$ cat src/common/pkmc_pkg.sv
// constants and types shared by the palette key mode control block
package pkmc_pkg;

	// ------------------------------------------------------------
	// host register offsets
	// ------------------------------------------------------------
	localparam logic [15:0] ADR_MASK = 16'h03c6;
	localparam logic [15:0] ADR_RIDX = 16'h03c7;
	localparam logic [15:0] ADR_WIDX = 16'h03c8;
	localparam logic [15:0] ADR_DATA = 16'h03c9;

	// ------------------------------------------------------------
	// key sequence and special palette locations
	// ------------------------------------------------------------
	localparam logic [7:0]      KEY_INDEX = 8'hde;
	localparam logic [7:0]      MODE_LOC  = 8'hdf;
	localparam logic [3:0]      KEY_LAST  = 4'hb;
	localparam logic [7:0][7:0] KEY_BYTES = {8'h4e, 8'h55, 8'h53, 8'h44,
		8'h45, 8'h47, 8'h45, 8'h43};

	// ------------------------------------------------------------
	// mode byte codes
	// ------------------------------------------------------------
	localparam logic [7:0] MODE_B8     = 8'h05;
	localparam logic [7:0] MODE_B8_RC  = 8'h06;
	localparam logic [7:0] MODE_A4     = 8'h09;
	localparam logic [7:0] MODE_A4_RC  = 8'h0a;
	localparam logic [7:0] MODE_A4_RLD = 8'h0b;
	localparam logic [7:0] MODE_A8     = 8'h0d;
	localparam logic [7:0] MODE_A8_RC  = 8'h0e;
	localparam logic [7:0] MODE_A8_RLD = 8'h0f;

	// ------------------------------------------------------------
	// in-line reload opcodes and sequence lengths (last slot index)
	// ------------------------------------------------------------
	localparam logic [3:0] OP_A4       = 4'h7;
	localparam logic [7:0] OP_A8       = 8'hbf;
	localparam logic [2:0] RLD_LAST_A4 = 3'h7;
	localparam logic [2:0] RLD_LAST_A8 = 3'h4;

	// ------------------------------------------------------------
	// colour components and reset values
	// ------------------------------------------------------------
	localparam logic [1:0] COMP_RED  = 2'h0;
	localparam logic [1:0] COMP_BLUE = 2'h2;
	localparam logic [7:0] RST_MASK  = 8'hff;
	localparam logic [7:0] RST_MODE  = 8'h00;

	typedef enum logic [1:0] {
		ENC_COMPAT,
		ENC_BASIC8,
		ENC_ADV4,
		ENC_ADV8
	} pkmc_enc_e;

endpackage

$ cat src/hdl/pkmc_fifo.sv
// pixel fifo with valid and ready on both sides
`timescale 1ns/10ps
`default_nettype none

module pkmc_fifo #(
	parameter int W     = 8,
	parameter int DEPTH = 8
) (
	// clock and reset
	input  wire logic         clk_sys,
	input  wire logic         rst_n,
	// filling side
	input  wire logic         in_valid,
	input  wire logic [W-1:0] in_data,
	output logic              in_ready,
	// draining side
	output logic              out_valid,
	output logic [W-1:0]      out_data,
	input  wire logic         out_ready
);

	localparam int AW = (DEPTH > 1) ? $clog2(DEPTH) : 1;
	localparam logic [AW-1:0] PTR_LAST = AW'(DEPTH - 1);
	localparam logic [AW:0]   CNT_FULL = (AW + 1)'(DEPTH);

	typedef struct packed {
		logic [DEPTH-1:0][W-1:0] mem;
		logic [AW-1:0]           wp;
		logic [AW-1:0]           rp;
		logic [AW:0]             cnt;
		logic                    rdy;
		logic                    vld;
	} pkmc_fifo_s;

	pkmc_fifo_s s_q;
	pkmc_fifo_s s_d;
	logic       push;
	logic       pop;

	assign in_ready  = s_q.rdy;
	assign out_valid = s_q.vld;
	assign out_data  = s_q.mem[s_q.rp];

	always_comb begin
		s_d  = s_q;
		push = in_valid && s_q.rdy;
		pop  = out_ready && s_q.vld;
		if (push) begin
			s_d.mem[s_q.wp] = in_data;
			s_d.wp = (s_q.wp == PTR_LAST) ? '0 : s_q.wp + 1'b1;
		end
		if (pop) begin
			s_d.rp = (s_q.rp == PTR_LAST) ? '0 : s_q.rp + 1'b1;
		end
		if (push && !pop) begin
			s_d.cnt = s_q.cnt + 1'b1;
		end else if (pop && !push) begin
			s_d.cnt = s_q.cnt - 1'b1;
		end
		s_d.rdy = (s_d.cnt != CNT_FULL);
		s_d.vld = (s_d.cnt != '0);
	end

	always_ff @(posedge clk_sys) begin
		if (!rst_n) begin
			s_q     <= '0;
			s_q.rdy <= 1'b1;
		end else begin
			s_q <= s_d;
		end
	end

endmodule

`default_nettype wire

$ cat src/hdl/pkmc_top.sv
// palette key detector, mode register and pixel sampling control
//
// How it works
// - compensation samples pixels every second clock
// - even line: skip first, then alternate
// - odd line: use first two, then even
// - split 4-bit reload spans eight nibble pixels
// - eight fixed key bytes, ninth is mode
// - key must arrive uninterrupted and in order
// - mode set only through a full key
// - wrong key or inhibit keeps compatibility
// - in enhanced mode, blue of entry 223 reads mode byte
// - mode byte selects encoding, replication, reload
// - data write to entry 223 clears mode
// - gamma on in enhanced, off in compatibility
// - enhanced mode hides upper mask bits
// - enhanced mask read: reserved bit, revision code
// - address advances after each colour triple
// - mode byte kept unshifted on write and read
// - value 7 or 191 is reload opcode
`timescale 1ns/10ps
`default_nettype none

module pkmc_top #(
	// revision code shown in the mask readback, value is arbitrary
	parameter logic [2:0] REV_CODE = 3'h2,
	parameter int         FIFO_W     = 8,
	parameter int         FIFO_DEPTH = 8
) (
	// clock and reset
	input  wire logic         clk_sys,
	input  wire logic         rst_n,
	// host register port
	input  wire logic [15:0]  host_addr,
	input  wire logic         host_wr_n,
	input  wire logic         host_rd_n,
	input  wire logic [7:0]   host_data_i,
	output logic [7:0]        host_data_o,
	output logic              host_data_oe,
	// mode inhibit pin
	input  wire logic         enhanced_mode_inhibit,
	// palette storage port
	output logic [7:0]        pal_addr,
	output logic [1:0]        pal_comp,
	output logic              pal_we,
	output logic [7:0]        pal_wdata,
	input  wire logic [7:0]   pal_rdata,
	// pixel input from the display controller
	input  wire logic [7:0]   pixel_in,
	input  wire logic         blank_n,
	output logic              pix_in_ready,
	// sampled pixel stream
	output logic [7:0]        pix_out,
	output logic              pix_out_valid,
	output logic              pix_out_rld,
	input  wire logic         pix_out_ready,
	// decoded mode
	output logic              edge_smoothing_mode,
	output logic [1:0]        enc_mode,
	output logic              inline_palette_reload,
	output logic              repl_comp,
	output logic              gamma_en,
	output logic [7:0]        pixel_mask,
	// in-line palette reload request
	output logic              rld_we,
	output logic [7:0]        rld_addr,
	output logic [23:0]       rld_rgb
);

	typedef struct packed {
		logic [2:0]          wrn;
		logic [2:0]          rdn;
		logic [15:0]         addr1;
		logic [15:0]         addr2;
		logic [7:0]          din1;
		logic [7:0]          din2;
		logic [1:0]          inh;
		logic [3:0]          step;
		logic                enh;
		logic [7:0]          mode;
		logic [7:0]          mask;
		logic [7:0]          radr;
		logic [7:0]          wadr;
		logic [1:0]          rcomp;
		logic [1:0]          wcomp;
		logic [7:0]          rdata;
		logic                oe;
		logic                pal_we;
		logic [7:0]          pal_addr;
		logic [1:0]          pal_comp;
		logic [7:0]          pal_wdata;
		pkmc_pkg::pkmc_enc_e enc;
		logic                rc;
		logic                reload;
		logic                blank_prev;
		logic                par;
		logic                ph;
		logic [7:0]          out_pix;
		logic                out_vld;
		logic                out_rld;
		logic [2:0]          rld_cnt;
		logic [23:0]         rld_buf;
		logic                rld_we;
		logic [7:0]          rld_addr;
		logic [23:0]         rld_rgb;
	} pkmc_top_s;

	pkmc_top_s   s_q;
	pkmc_top_s   s_d;
	logic        wr_ev;
	logic        rd_ev;
	logic [15:0] a;
	logic [7:0]  d;
	logic        mapped;
	logic        pal_acc;
	logic        idx_key;
	logic        key_hit;
	logic [2:0]  kidx;
	logic        first_px;
	logic        use_px;
	logic        cap_vld;
	logic        f_in_rdy;
	logic        f_out_vld;
	logic [7:0]  f_out_data;
	logic        f_out_rdy;
	logic        is_op;
	logic [2:0]  rld_last;
	logic        adv4;

	// ------------------------------------------------------------
	// pixel fifo
	// ------------------------------------------------------------
	pkmc_fifo #(
		.W     (FIFO_W),
		.DEPTH (FIFO_DEPTH)
	) u_fifo (
		.clk_sys   (clk_sys),
		.rst_n     (rst_n),
		.in_valid  (cap_vld),
		.in_data   (pixel_in),
		.in_ready  (f_in_rdy),
		.out_valid (f_out_vld),
		.out_data  (f_out_data),
		.out_ready (f_out_rdy)
	);

	// ------------------------------------------------------------
	// outputs
	// ------------------------------------------------------------
	assign host_data_o           = s_q.rdata;
	assign host_data_oe          = s_q.oe;
	assign pal_addr              = s_q.pal_addr;
	assign pal_comp              = s_q.pal_comp;
	assign pal_we                = s_q.pal_we;
	assign pal_wdata             = s_q.pal_wdata;
	assign pix_in_ready          = f_in_rdy;
	assign pix_out               = s_q.out_pix;
	assign pix_out_valid         = s_q.out_vld;
	assign pix_out_rld           = s_q.out_rld;
	assign edge_smoothing_mode   = s_q.enh;
	assign enc_mode              = s_q.enc;
	assign inline_palette_reload = s_q.reload;
	assign repl_comp             = s_q.rc;
	assign gamma_en              = s_q.enh;
	assign pixel_mask            = s_q.mask;
	assign rld_we                = s_q.rld_we;
	assign rld_addr              = s_q.rld_addr;
	assign rld_rgb               = s_q.rld_rgb;

	always_comb begin
		s_d = s_q;

		// --------------------------------------------------------
		// host pin synchronisers and strobe edges
		// --------------------------------------------------------
		s_d.wrn   = {s_q.wrn[1:0], host_wr_n};
		s_d.rdn   = {s_q.rdn[1:0], host_rd_n};
		s_d.addr1 = host_addr;
		s_d.addr2 = s_q.addr1;
		s_d.din1  = host_data_i;
		s_d.din2  = s_q.din1;
		s_d.inh   = {s_q.inh[0], enhanced_mode_inhibit};
		wr_ev     = s_q.wrn[2] && !s_q.wrn[1];
		rd_ev     = s_q.rdn[2] && !s_q.rdn[1];
		a         = s_q.addr2;
		d         = s_q.din2;
		pal_acc   = (wr_ev || rd_ev) && (a == pkmc_pkg::ADR_RIDX
			|| a == pkmc_pkg::ADR_WIDX || a == pkmc_pkg::ADR_DATA);
		mapped    = pal_acc || a == pkmc_pkg::ADR_MASK;
		idx_key   = wr_ev && a == pkmc_pkg::ADR_RIDX
			&& d == pkmc_pkg::KEY_INDEX;
		kidx      = 3'(s_q.step - 4'h1 - {2'b00, s_q.step[3:2]});
		s_d.oe    = !s_q.rdn[1] && (a == pkmc_pkg::ADR_MASK
			|| a == pkmc_pkg::ADR_RIDX || a == pkmc_pkg::ADR_WIDX
			|| a == pkmc_pkg::ADR_DATA);

		// --------------------------------------------------------
		// palette port defaults
		// --------------------------------------------------------
		s_d.pal_we   = 1'b0;
		s_d.pal_addr = s_q.radr;
		s_d.pal_comp = s_q.rcomp;

		// --------------------------------------------------------
		// host writes
		// --------------------------------------------------------
		if (wr_ev) begin
			if (a == pkmc_pkg::ADR_MASK) begin
				s_d.mask = d;
			end else if (a == pkmc_pkg::ADR_RIDX) begin
				s_d.radr  = d;
				s_d.rcomp = pkmc_pkg::COMP_RED;
			end else if (a == pkmc_pkg::ADR_WIDX) begin
				s_d.wadr  = d;
				s_d.wcomp = pkmc_pkg::COMP_RED;
			end else if (a == pkmc_pkg::ADR_DATA) begin
				s_d.pal_we   = 1'b1;
				s_d.pal_addr = s_q.wadr;
				s_d.pal_comp = s_q.wcomp;
				s_d.pal_wdata = s_q.enh ? d : {d[5:0], 2'b00};
				if (s_q.wcomp == pkmc_pkg::COMP_BLUE) begin
					s_d.wcomp = pkmc_pkg::COMP_RED;
					s_d.wadr  = s_q.wadr + 8'h01;
				end else begin
					s_d.wcomp = s_q.wcomp + 2'h1;
				end
				if (s_q.wadr == pkmc_pkg::MODE_LOC) begin
					s_d.enh  = 1'b0;
					s_d.mode = pkmc_pkg::RST_MODE;
				end
			end
		end

		// --------------------------------------------------------
		// host reads
		// --------------------------------------------------------
		if (rd_ev) begin
			if (a == pkmc_pkg::ADR_MASK) begin
				s_d.rdata = s_q.enh ? {1'b0, REV_CODE, s_q.mask[3:0]}
					: s_q.mask;
			end else if (a == pkmc_pkg::ADR_DATA) begin
				if (s_q.enh && s_q.radr == pkmc_pkg::MODE_LOC
					&& s_q.rcomp == pkmc_pkg::COMP_BLUE) begin
					s_d.rdata = s_q.mode;
				end else if (s_q.enh) begin
					s_d.rdata = pal_rdata;
				end else begin
					s_d.rdata = {2'b00, pal_rdata[7:2]};
				end
				if (s_q.rcomp == pkmc_pkg::COMP_BLUE) begin
					s_d.rcomp = pkmc_pkg::COMP_RED;
					s_d.radr  = s_q.radr + 8'h01;
				end else begin
					s_d.rcomp = s_q.rcomp + 2'h1;
				end
			end else if (mapped) begin
				s_d.rdata = 8'h00;
			end
		end

		// --------------------------------------------------------
		// key detector
		// --------------------------------------------------------
		// expected access per step
		if (s_q.step[1:0] == 2'b00) begin
			key_hit = idx_key;
		end else begin
			key_hit = wr_ev && a == pkmc_pkg::ADR_DATA
				&& (s_q.step == pkmc_pkg::KEY_LAST
				|| d == pkmc_pkg::KEY_BYTES[kidx]);
		end
		if (s_q.inh[1]) begin
			s_d.enh  = 1'b0;
			s_d.mode = pkmc_pkg::RST_MODE;
		end
		if (pal_acc) begin
			if (key_hit && s_q.step == pkmc_pkg::KEY_LAST) begin
				s_d.step = 4'h0;
				if (!s_q.inh[1]) begin
					s_d.enh  = 1'b1;
					s_d.mode = d;
				end
			end else if (key_hit) begin
				s_d.step = s_q.step + 4'h1;
			end else begin
				s_d.step = idx_key ? 4'h1 : 4'h0;
			end
		end

		// --------------------------------------------------------
		// mode decode
		// --------------------------------------------------------
		s_d.enc    = pkmc_pkg::ENC_COMPAT;
		s_d.rc     = 1'b0;
		s_d.reload = 1'b0;
		if (s_d.enh) begin
			case (s_d.mode)
				pkmc_pkg::MODE_B8: begin
					s_d.enc = pkmc_pkg::ENC_BASIC8;
				end
				pkmc_pkg::MODE_B8_RC: begin
					s_d.enc = pkmc_pkg::ENC_BASIC8;
					s_d.rc  = 1'b1;
				end
				pkmc_pkg::MODE_A4: begin
					s_d.enc = pkmc_pkg::ENC_ADV4;
				end
				pkmc_pkg::MODE_A4_RC: begin
					s_d.enc = pkmc_pkg::ENC_ADV4;
					s_d.rc  = 1'b1;
				end
				pkmc_pkg::MODE_A4_RLD: begin
					s_d.enc    = pkmc_pkg::ENC_ADV4;
					s_d.reload = 1'b1;
				end
				pkmc_pkg::MODE_A8: begin
					s_d.enc = pkmc_pkg::ENC_ADV8;
				end
				pkmc_pkg::MODE_A8_RC: begin
					s_d.enc = pkmc_pkg::ENC_ADV8;
					s_d.rc  = 1'b1;
				end
				pkmc_pkg::MODE_A8_RLD: begin
					s_d.enc    = pkmc_pkg::ENC_ADV8;
					s_d.reload = 1'b1;
				end
				default: begin
					s_d.enc = pkmc_pkg::ENC_COMPAT;
				end
			endcase
		end

		// --------------------------------------------------------
		// replication compensation sampling
		// --------------------------------------------------------
		first_px       = blank_n && !s_q.blank_prev;
		s_d.blank_prev = blank_n;
		// line parity realigned at blank end
		s_d.par = first_px ? 1'b1 : ~s_q.par;
		use_px  = !s_q.rc || (first_px ? s_q.par : s_q.ph);
		s_d.ph  = first_px ? 1'b1 : ~s_q.ph;
		cap_vld = blank_n && use_px;

		// --------------------------------------------------------
		// output stage and in-line reload tracking
		// --------------------------------------------------------
		adv4      = s_q.enc == pkmc_pkg::ENC_ADV4;
		rld_last  = adv4 ? pkmc_pkg::RLD_LAST_A4 : pkmc_pkg::RLD_LAST_A8;
		is_op     = adv4 ? f_out_data[3:0] == pkmc_pkg::OP_A4
			: f_out_data == pkmc_pkg::OP_A8;
		f_out_rdy = !s_q.out_vld || pix_out_ready;
		s_d.rld_we = 1'b0;
		if (s_q.out_vld && pix_out_ready) begin
			s_d.out_vld = 1'b0;
		end
		if (!s_q.reload) begin
			s_d.rld_cnt = 3'h0;
		end
		if (f_out_vld && f_out_rdy) begin
			s_d.out_pix = f_out_data;
			s_d.out_vld = 1'b1;
			if (s_q.rld_cnt == 3'h0 || !s_q.reload) begin
				s_d.out_rld = s_q.reload && is_op;
				if (s_q.reload && is_op) begin
					s_d.rld_cnt = 3'h1;
				end
			end else if (s_q.rld_cnt == rld_last) begin
				s_d.out_rld  = 1'b1;
				s_d.rld_we   = 1'b1;
				s_d.rld_addr = adv4 ? {4'h0, f_out_data[3:0]} : f_out_data;
				s_d.rld_rgb  = s_q.rld_buf;
				s_d.rld_cnt  = 3'h0;
			end else begin
				s_d.out_rld = 1'b1;
				s_d.rld_buf = adv4 ? {s_q.rld_buf[19:0], f_out_data[3:0]}
					: {s_q.rld_buf[15:0], f_out_data};
				s_d.rld_cnt = s_q.rld_cnt + 3'h1;
			end
		end
	end

	// ------------------------------------------------------------
	// state register
	// ------------------------------------------------------------
	always_ff @(posedge clk_sys) begin
		if (!rst_n) begin
			s_q      <= '0;
			s_q.wrn  <= 3'h7;
			s_q.rdn  <= 3'h7;
			s_q.mask <= pkmc_pkg::RST_MASK;
			s_q.mode <= pkmc_pkg::RST_MODE;
		end else begin
			s_q <= s_d;
		end
	end

endmodule

`default_nettype wire

$ cat config.mk
export PLATFORM = sky130hd
export DESIGN_NAME = pkmc_top
export DESIGN_NICKNAME = d
export VERILOG_FILES = /design/src/common/pkmc_pkg.sv /design/src/hdl/pkmc_fifo.sv /design/src/hdl/pkmc_top.sv
export SDC_FILE = /design/constraint.sdc
export NUM_CORES = 1
export LEC_CHECK = 0
export ABC_AREA = 1
export BUFFER_PORTS_ARGS = -buffer_cell sky130_fd_sc_hd__buf_2
export CAP_MARGIN = 20
export CORE_MARGIN = 2
export CORE_UTILIZATION = 55
export CTS_CLUSTER_SIZE = 12
export DETAILED_ROUTE_END_ITERATION = 16
export GPL_TIMING_DRIVEN = 0
export PLACE_DENSITY = 0.84
export SLEW_MARGIN = 40
export SYNTH_ARGS = -nofsm -noshare
export SYNTH_HDL_FRONTEND = slang
export SYNTH_SLANG_ARGS = --single-unit
$ cat constraint.sdc
create_clock -name clk_sys -period 3.7 [get_ports clk_sys]
set_clock_uncertainty 0.2 [all_clocks]
set_input_delay 0.74 -clock clk_sys [delete_from_list [all_inputs] [get_ports clk_sys]]
set_output_delay 0.74 -clock clk_sys [all_outputs]
set_load 0.02 [all_outputs]
==> summary by stage, run 1 <==
Yosys
The xor and xnor fraction of the mapped netlist area is less than 1%. The number of different library cells used by synthesis comes to 47. After technology mapping, the gate count stands at 1668. After synthesis, the largest area contributor takes up 45.1% of total cell area. Among all flip-flop cells after synthesis, the most frequent one is dfxtp_1. The post-synthesis area per instance is roughly 7.4 µm². The main combinational cell family by area after synthesis is compound AO/OA/AOI/OAI gates. The share of flip-flops with an asynchronous set or reset after synthesis is 0%. Synthesis inferred around 280 register bits.

The synthesized netlist devotes a little over a fifth of its cell area to compound gates. The biggest area contributor in the post-synthesis netlist is dfxtp_1. The post-synthesis share of cell area spent on full adders, half adders and majority gates is about 1.8%.

Counting instances in the post-synthesis netlist gives the leading cell types as dfxtp_1, nand2_1, o21ai_0. The fraction of synthesized area in multiplexers is 0%. Sequential cells were found to cover between 40% and 50% of the synthesized design area.

Counting every net in the synthesized netlist gives around 1700. The post-synthesis simple-gate area fraction is 16.7%. In this run, synthesis inferred 0 flip-flops with an integrated enable. The yosys synthesis warning count is 0.

By area the synthesized netlist is led by dfxtp_1, o21ai_0, a21oi_1. The synthesized area is 12300 µm². The dominant cell by count in the synthesized netlist is dfxtp_1.

Power
The cell-internal power is 5.14 mW. The design draws 7.24 mW. The leakage power of the design is between 6 and 7 nW. The switching share of power is 29.0%.

The worst voltage drop across the vdd grid is between 300 and 400 µV. The clock network fraction of total power is a little under two fifths. The power density normalized to cell area is approximately 510 nW/µm². The register share of total power is between 40 and 50%. The share of total power dissipated in combinational logic is 17.6%.

In this run the power spent charging and discharging nets is 2.10 mW.

Layout
The post-route netlist has between 15 and 20% of its cells at a drive strength greater than 1. The diode insertion count for antenna repair is 0. The area used by sequential logic in the layout is about 5600 µm². The synthesis-to-layout area growth is 15.3%.

The layout has about 1900 filler cells. The final layout contains approximately 1900 nets. The core occupancy in the finished layout is between 60% and 70%. Summing all multi-input logic gate instances after layout gives about 5000 µm².

Critical path
The source of the worst register-to-register timing path is s_q[144]. The cell count of the worst reg-to-reg path is 21. The critical path goes through inv_1 -> ha_1 -> inv_1 -> fa_1 -> inv_1 -> ha_1 -> inv_1 -> nand2_1 -> nand2_1 -> nand2_1 -> nor2_1 -> nand3_1 -> nand2_1 -> nand2_2 -> nand2_4 -> nand2_4 -> nand2_1 -> nand2_1 -> nor2_1 -> nand3_2 -> nor2_1. The startpoint type of the worst setup path is a register. Data on the critical path arrives at its endpoint at between 3 and 4 ns. The reg2reg setup slack is approximately 0.38 ns. The critical-path cell with the highest stage delay is fa_1. The required time of the critical path is a little under 4 ns. Counting stages on the worst path, the most repeated cell is nand2_1. Of all nets on the critical path, the largest fanout is 8. In this design, the stage delay of the slowest critical-path cell is ~0.55 ns. The startpoint of the worst setup timing path is s_q[144]. The worst setup path is captured at a register. The type of the setup path with the least slack is register to register. The worst register-to-register path ends at inline_palette_reload.

Timing
The shortest period the worst path allows is about 3.3 ns. For the pin with the worst max-slew slack, the measured transition is approximately 0.78 ns. Based on the critical path, the design can be clocked at up to around 300 MHz.

The final hold violation count came to 0. The final period utilization is approximately nine tenths. The final max-slew violation count is 0. The final worst-path setup slack is between 0.3 and 0.4 ns. The final setup violation count is 0. For the final routed database, the setup TNS stands at 0 ns. The worst slew margin relative to its limit is approximately half. Setup repair after global routing left no endpoint under its margin.

Global route
The most heavily used metal layer in global routing is met2. The global router's overall resource usage is roughly 27%. The first global-routing pass estimated ~53000 µm of wire.

The initial antenna violation count came to 0. The via count of the first global-routing pass was around 11000. Global routing finished with a remaining overflow of 0. For met3 alone, demand over resource in global routing was 3.92%. The met2 demand-to-capacity share in global routing is ~44%. Entering global routing, the biggest net connects 14 pins.

The met1 track demand over resource in global routing is a little over a third.

Clock network
The number of buffers inserted during clock tree synthesis is 29. The root buffer cell chosen for the clock tree is clkbuf_16. The number of resized instances in the post-cts repair step is 0. The clock tree from TritonCTS is yes. The total clock sinks is between 200 and 300. The hold-fix buffer count after cts is 0.

The buffer count from post-CTS setup fixing is 0. The H-tree depth is 1. The buffer levels on the longest clock path is 3. After clock tree synthesis, the clock-pin slew on the worst setup and hold paths is ~0.060 ns. The clock reaches the later pin of the worst-skew pair after 0.54 ns.

Detailed routing
For this block, the via count after detailed routing is about 12000. In the routed layout, each cell is associated on average with a via count of ~5.4. The wire length per cell is 15.4 µm. The number of nets with antenna violations after detailed routing is 0. The routed design has between 30000 and 40000 µm of wire.

The number of detailed-route iterations in the first pass is 6. In this run, the number of DRC markers left after iteration 0 of detailed routing was around 1100. For this run, design rule violations remaining after detail routing come to 0.

Hold path
The kind of path behind the tightest hold check is input pin to register. The path with the worst hold slack has its endpoint at s_d[200]. The beginning of the worst hold path is host_wr_n. The worst hold path was traced through 2 stages.

Placed design
The post-place setup slack is roughly 0.45 ns. At the end of routability-driven placement, the weighted congestion stood at approximately 0.98. The HPWL reported at the end of detailed placement is ~23000 µm.

The count of port buffers added during placement is approximately 130.

Die
From bottom edge to top edge, the die measures 154 µm. The number of cell rows is 54. The area of the die is about 24000 µm². The initial core utilization is a little under three fifths. Measured along the x axis, the die boundary spans 154 µm. During I/O placement, the number of pins put on the boundary was roughly 130. The core area is approximately 22000 µm².

Run
The count of maximum capacitance violations is 0.

Outcome
The run finished with clean final reports.
## critical path, delay by kind of cell (launching register included)
kind	cells	cell delay (ns)
adder cells (fa/ha/maj)	3	1.03
AND/OR/NAND/NOR	14	1.32
buffers and inverters	4	0.33
flip-flops	1	0.34
## cell families (layout without fill, tap and decap cells)
family | Yosys count | after routing
compound gates | 489 | 489
xor+xnor | 11 | 11
flops | 278 | 278
buf+inv | 397 | 575
simple gates | 476 | 476
fa+ha+maj | 17 | 17
## sequential cells by signal, indices dropped and copies added, names as in the netlist, 2 cells and up
name and count:
a 16, d 8, enc_mode 2, host_data_o 8, pal_addr 8, pal_comp 2
pal_wdata 8, pix_out 8, pixel_mask 8, rld_addr 8, rld_rgb 24, s_d 29
s_q 65, u_fifo.s_q 74
## area by class of cell
cell class	count	share of cell area, %
plain buffers	158	6.37
clock buffers	44	6.06
clock inverters	3	0.123
inverters	239	6.31
multi-input cells	993	34.9
flip-flops and latches	278	39.1
well taps	280	2.46
repair buffers	131	4.61
## placed cells by master, fill, tap and decap left out, drive strengths merged, types with 6 or more instances in the layout
cell type	n
dfxtp	278
nand2	247
o21ai	237
inv	235
buf	218
a21oi	193
nor2	120
clkbuf	115
nand3	65
a31oi	26
nor3	21
ha	16
o211ai	14
nand4	14
xor2	9
clkinv	6
## routing by layer
metal | wire length, µm | vias to the layer above
met1 | 13800 | 5215
met2 | 15100 | 518
li1 | - | 5675
met3 | 2500 | 99
met4 | 1310 | 0
met5 | 0 | -
## worst max path at each step
stage               depth (start not counted)                    end  slack, ns
global placement                           21  inline_palette_reload       0.51
CTS                                        21  inline_palette_reload       0.41
finish                                     21  inline_palette_reload       0.38
detailed placement                         21  inline_palette_reload       0.45
global route                               21  inline_palette_reload        0.1
floorplan                                  21            enc_mode[0]       0.88
## power by group through the flow
stage,Combinational (mW),Clock (mW),Sequential (mW)
finish,1.28,2.72,3.24
global route,1.42,2.88,3.26
global placement,1.22,0,3.30
CTS,1.25,2.75,3.24
detailed placement,1.24,0,3.30
floorplan,0.863,0,3.29
## through the flow
step	instances	instance area [µm²]	hold WS, ns
global route	2126	14200	0.181
floorplan	1668	12300	0.190
global placement	2079	13300	0.196
CTS	2126	14200	0.167
finish	2126	14200	0.186
detailed placement	2079	13300	0.199
No activity file was read; power rests on OpenSTA's default activity.
==> run 2, diff against run 1 <==
- ABC_AREA: 1 -> not set
- CTS_BUF_LIST: not set -> sky130_fd_sc_hd__clkbuf_2
==> summary by stage, run 2 <==
Outcome
The flow ran to the end, and the final reports show no timing, DRC or antenna violations.

Global route
The total global routing overflow is 0. The initial antenna violation count is 1. The first global-routing pass estimated around 50000 µm of wire. In the global route stage, overall resource usage came out at approximately a quarter. The maximum number of pins on one net before global-route repair is 11. The via count of the first global-routing pass is just over 10000.

Yosys
The top cell type by area accounts for 45.5% of the synthesized area. The yosys synthesis warning count is 0. In the synthesized netlist the dominant register cell turns out to be dfxtp_1.

The proportion of synthesized chip area in sequential cells is a little under half. The number of distinct library cells after synthesis is 71. The number of flops mapped to enable cells by yosys is 0. By count the netlist is led by dfxtp_1, nor2_1, nand2_1.

dfxtp_1 is the most common cell in the netlist. The top cell type by total area after synthesis is dfxtp_1. Yosys attributes the largest share of cell area to dfxtp_1, mux2i_1, nor2_1. In the synthesized netlist the async set-or-reset flop fraction comes to 0%. After synthesis the cells add up to 12200 µm². The number of nets in the synthesized netlist is around 1400.

The post-synthesis cell count is 1364. The number of synthesized register bits is 278. The average instance in the mapped netlist occupies between 8 and 9 µm².

Clock network
Clock latency on the worst-skew pair, taken at its later pin, is around 0.86 ns. The number of clock buffers added by TritonCTS is between 70 and 80. The root buffer cell is clkbuf_2. The clock passes through at most 3 buffers. The clock tree synthesis step divided the H-tree into 3 levels. The clock transition at the registers of the reported paths is about 0.10 ns.

The total clock sinks is between 200 and 300. The clock tree from TritonCTS is yes.

Run
The tool flagged a number of max-cap violations equal to 0.

Hold path
The worst hold path passes through 3 cells. The beginning of the worst hold path is pix_out_ready. The tightest min-delay check is of the input pin to register type.

Timing
In the post-route analysis, the smallest setup slack over all paths is slightly below 0.4 ns. The setup TNS after final layout is 0 ns. The final hold violation count is 0. In the finished design, the share of the clock period the worst path needs comes to about nine tenths. The final max-slew violation count is 0.

Setup violations remaining at the end of the flow were counted as 0. The shortest period the worst path allows is 3.31 ns. Measured against its own limit, the worst slew margin works out to between 40% and 50%. The maximum achievable frequency is ~300 MHz.

Setup repair after global routing left no endpoint under its margin. The actual transition at the worst max-transition pin is ~0.85 ns.

Placed design
The post-place setup slack is 0.305 ns. The count of port buffers added during placement is 123. The final weighted congestion of routability-driven global placement is ~0.92. The HPWL reported at the end of detailed placement is approximately 21000 µm. After detailed placement, the design holds a cell count of 1767.

Power
The worst voltage drop across the vdd grid is 278 µV. Power spread over the standard cell area amounts to between 400 and 500 nW/µm². The leakage power of the design is around 5.6 nW.

Critical path
The endpoint class of the critical path is a register. The startpoint of the worst setup timing path is s_q[142]. The critical path goes through ha_1 -> inv_1 -> fa_1 -> inv_1 -> ha_1 -> and3_1 -> o21ai_0 -> o31ai_1 -> a31oi_1 -> o41ai_2 -> nand3_1 -> a21oi_1.

The source of the worst register-to-register timing path is s_q[142]. The type of the setup path with the least slack is register to register. The arrival time of the worst setup path is approximately 3.8 ns. The critical-path cell with the highest stage delay is fa_1. The startpoint type of the worst setup path is a register. The cell count of the worst reg-to-reg path is 12. The largest single stage delay on the critical path is around 0.53 ns. The biggest fanout along the worst timing path is 7. The required time of the critical path is ~4.2 ns.

Layout
The synthesis-to-layout area growth is 15.4%. The number of nets at the end of the flow is roughly 1700. The number of flip-flops under the largest register name is 74. Once layout is complete, the cells apart from fillers number ~1900. The most flop-heavy register is u_fifo.s_q. The layout cell share with drive strength beyond 1 is roughly 23%. In the layout the commonest cells are dfxtp_1, nor2_1, nand2_1. Leaving out fill and tap cells, the most frequent cell in the layout is dfxtp_1.

Detailed routing
The first detailed-routing pass took 7 iterations. The number of nets with antenna violations after detailed routing is 0. In the routed layout, each cell is associated on average with a via count of around 5.5. The remaining routing DRC violations is 0. After the first detailed-routing iteration, the DRC count stood at slightly below 800.

The wire length per cell is between 15 and 20 µm. After detailed routing, the total wire length is 30300 µm. The routed layout has 10500 vias.

Die
For this configuration, the core starts out at a cell density of between 50% and 60%. The core area is around 22000 µm². From left edge to right edge, the die measures about 150 µm. During I/O placement, the number of pins put on the boundary was between 100 and 150.

The die covers ~23000 µm². The overall die height is 153 µm. The initialized floorplan defines 54 standard-cell rows.
## run 2: changes by cell type after synthesis, moves of 73 or more
cell	previous run	this run
mux2i_1	0	100
nand2_1	243	169
o21ai_0	235	31
nor2_1	114	187
a21oi_1	193	92
inv_1	231	15
## run 2: cells by family (layout without fill, tap and decap cells)
family	count (synthesis)	in the layout	synth area share [%]
multiplexers	119	119	11.4
other	0	1	0
AO/OA/AOI/OAI	208	208	10.6
XOR/XNOR	10	10	0.716
flip-flops	278	278	45.5
buffers and inverters	187	451	8.50
adder cells (fa/ha/maj)	17	17	1.80
AND/OR/NAND/NOR	545	545	21.4
## run 2: cell type report
cell class / instances / area, µm²
repair buffers: 151 / 896
plain buffers: 171 / 980
inverters: 16 / 60.1
flip-flops and latches: 278 / 5570
well taps: 280 / 350
diodes: 1 / 2.50
clock buffers: 99 / 495
fillers: 1803 / 7710
clock inverters: 14 / 114
multi-input cells: 899 / 5650
## run 2: final timing paths
kind | end | slack, ns
hold / removal | pix_out_valid | 0.1
setup reg to reg | s_q[143] | 0.39
hold reg to reg | s_d[198] | 0.15
setup / recovery | s_q[143] | 0.39
## run 2: metrics by stage
step	power, mW	utilization (%)	area [µm²]	hold slack [ns]
6_report	6.08	64.7	14100	0.0968
5_1_grt	6.35	64.7	14100	0.0755
4_1_cts	6.11	64.6	14100	0.0420
3_5_place_dp	4.07	60.5	13200	0.200
3_3_place_gp	4.04	60.5	13200	0.193
2_1_floorplan	3.83	-	12200	0.186
## run 2: critical path: cells and delay by family, from the launching register on
kind / cells / cell delay (ns)
compound gates: 5 / 1.15
fa+ha+maj: 3 / 1.01
flops: 1 / 0.48
simple gates: 2 / 0.28
buf+inv: 2 / 0.11
## run 2: power by group
part           internal (mW)  switching [mW]
sequential              3.11          0.0796
combinational          0.345           0.496
clock                  0.846            1.20
total                   4.30            1.78
## run 2: metal layers
layer  share of wire (%)  vias to the layer above  global-route usage [%]  routed length (µm)
li1                    -                     5053                       -                   -
met1                  42                     4874                    33.1               12800
met2                  45                      470                    40.8               13800
met3                 8.6                      107                    5.16                2590
met4                 3.7                        0                    12.4                1120
met5                   0                        -                       0                   0
## run 2: what timing repair did
item | 4_1_cts | 5_1_grt
hold buffers | 28 | 0
setup endpoints to repair | 0 | 1
gates resized for setup | 0 | 1
hold endpoints to repair | 30 | 0
setup buffers | 0 | 0
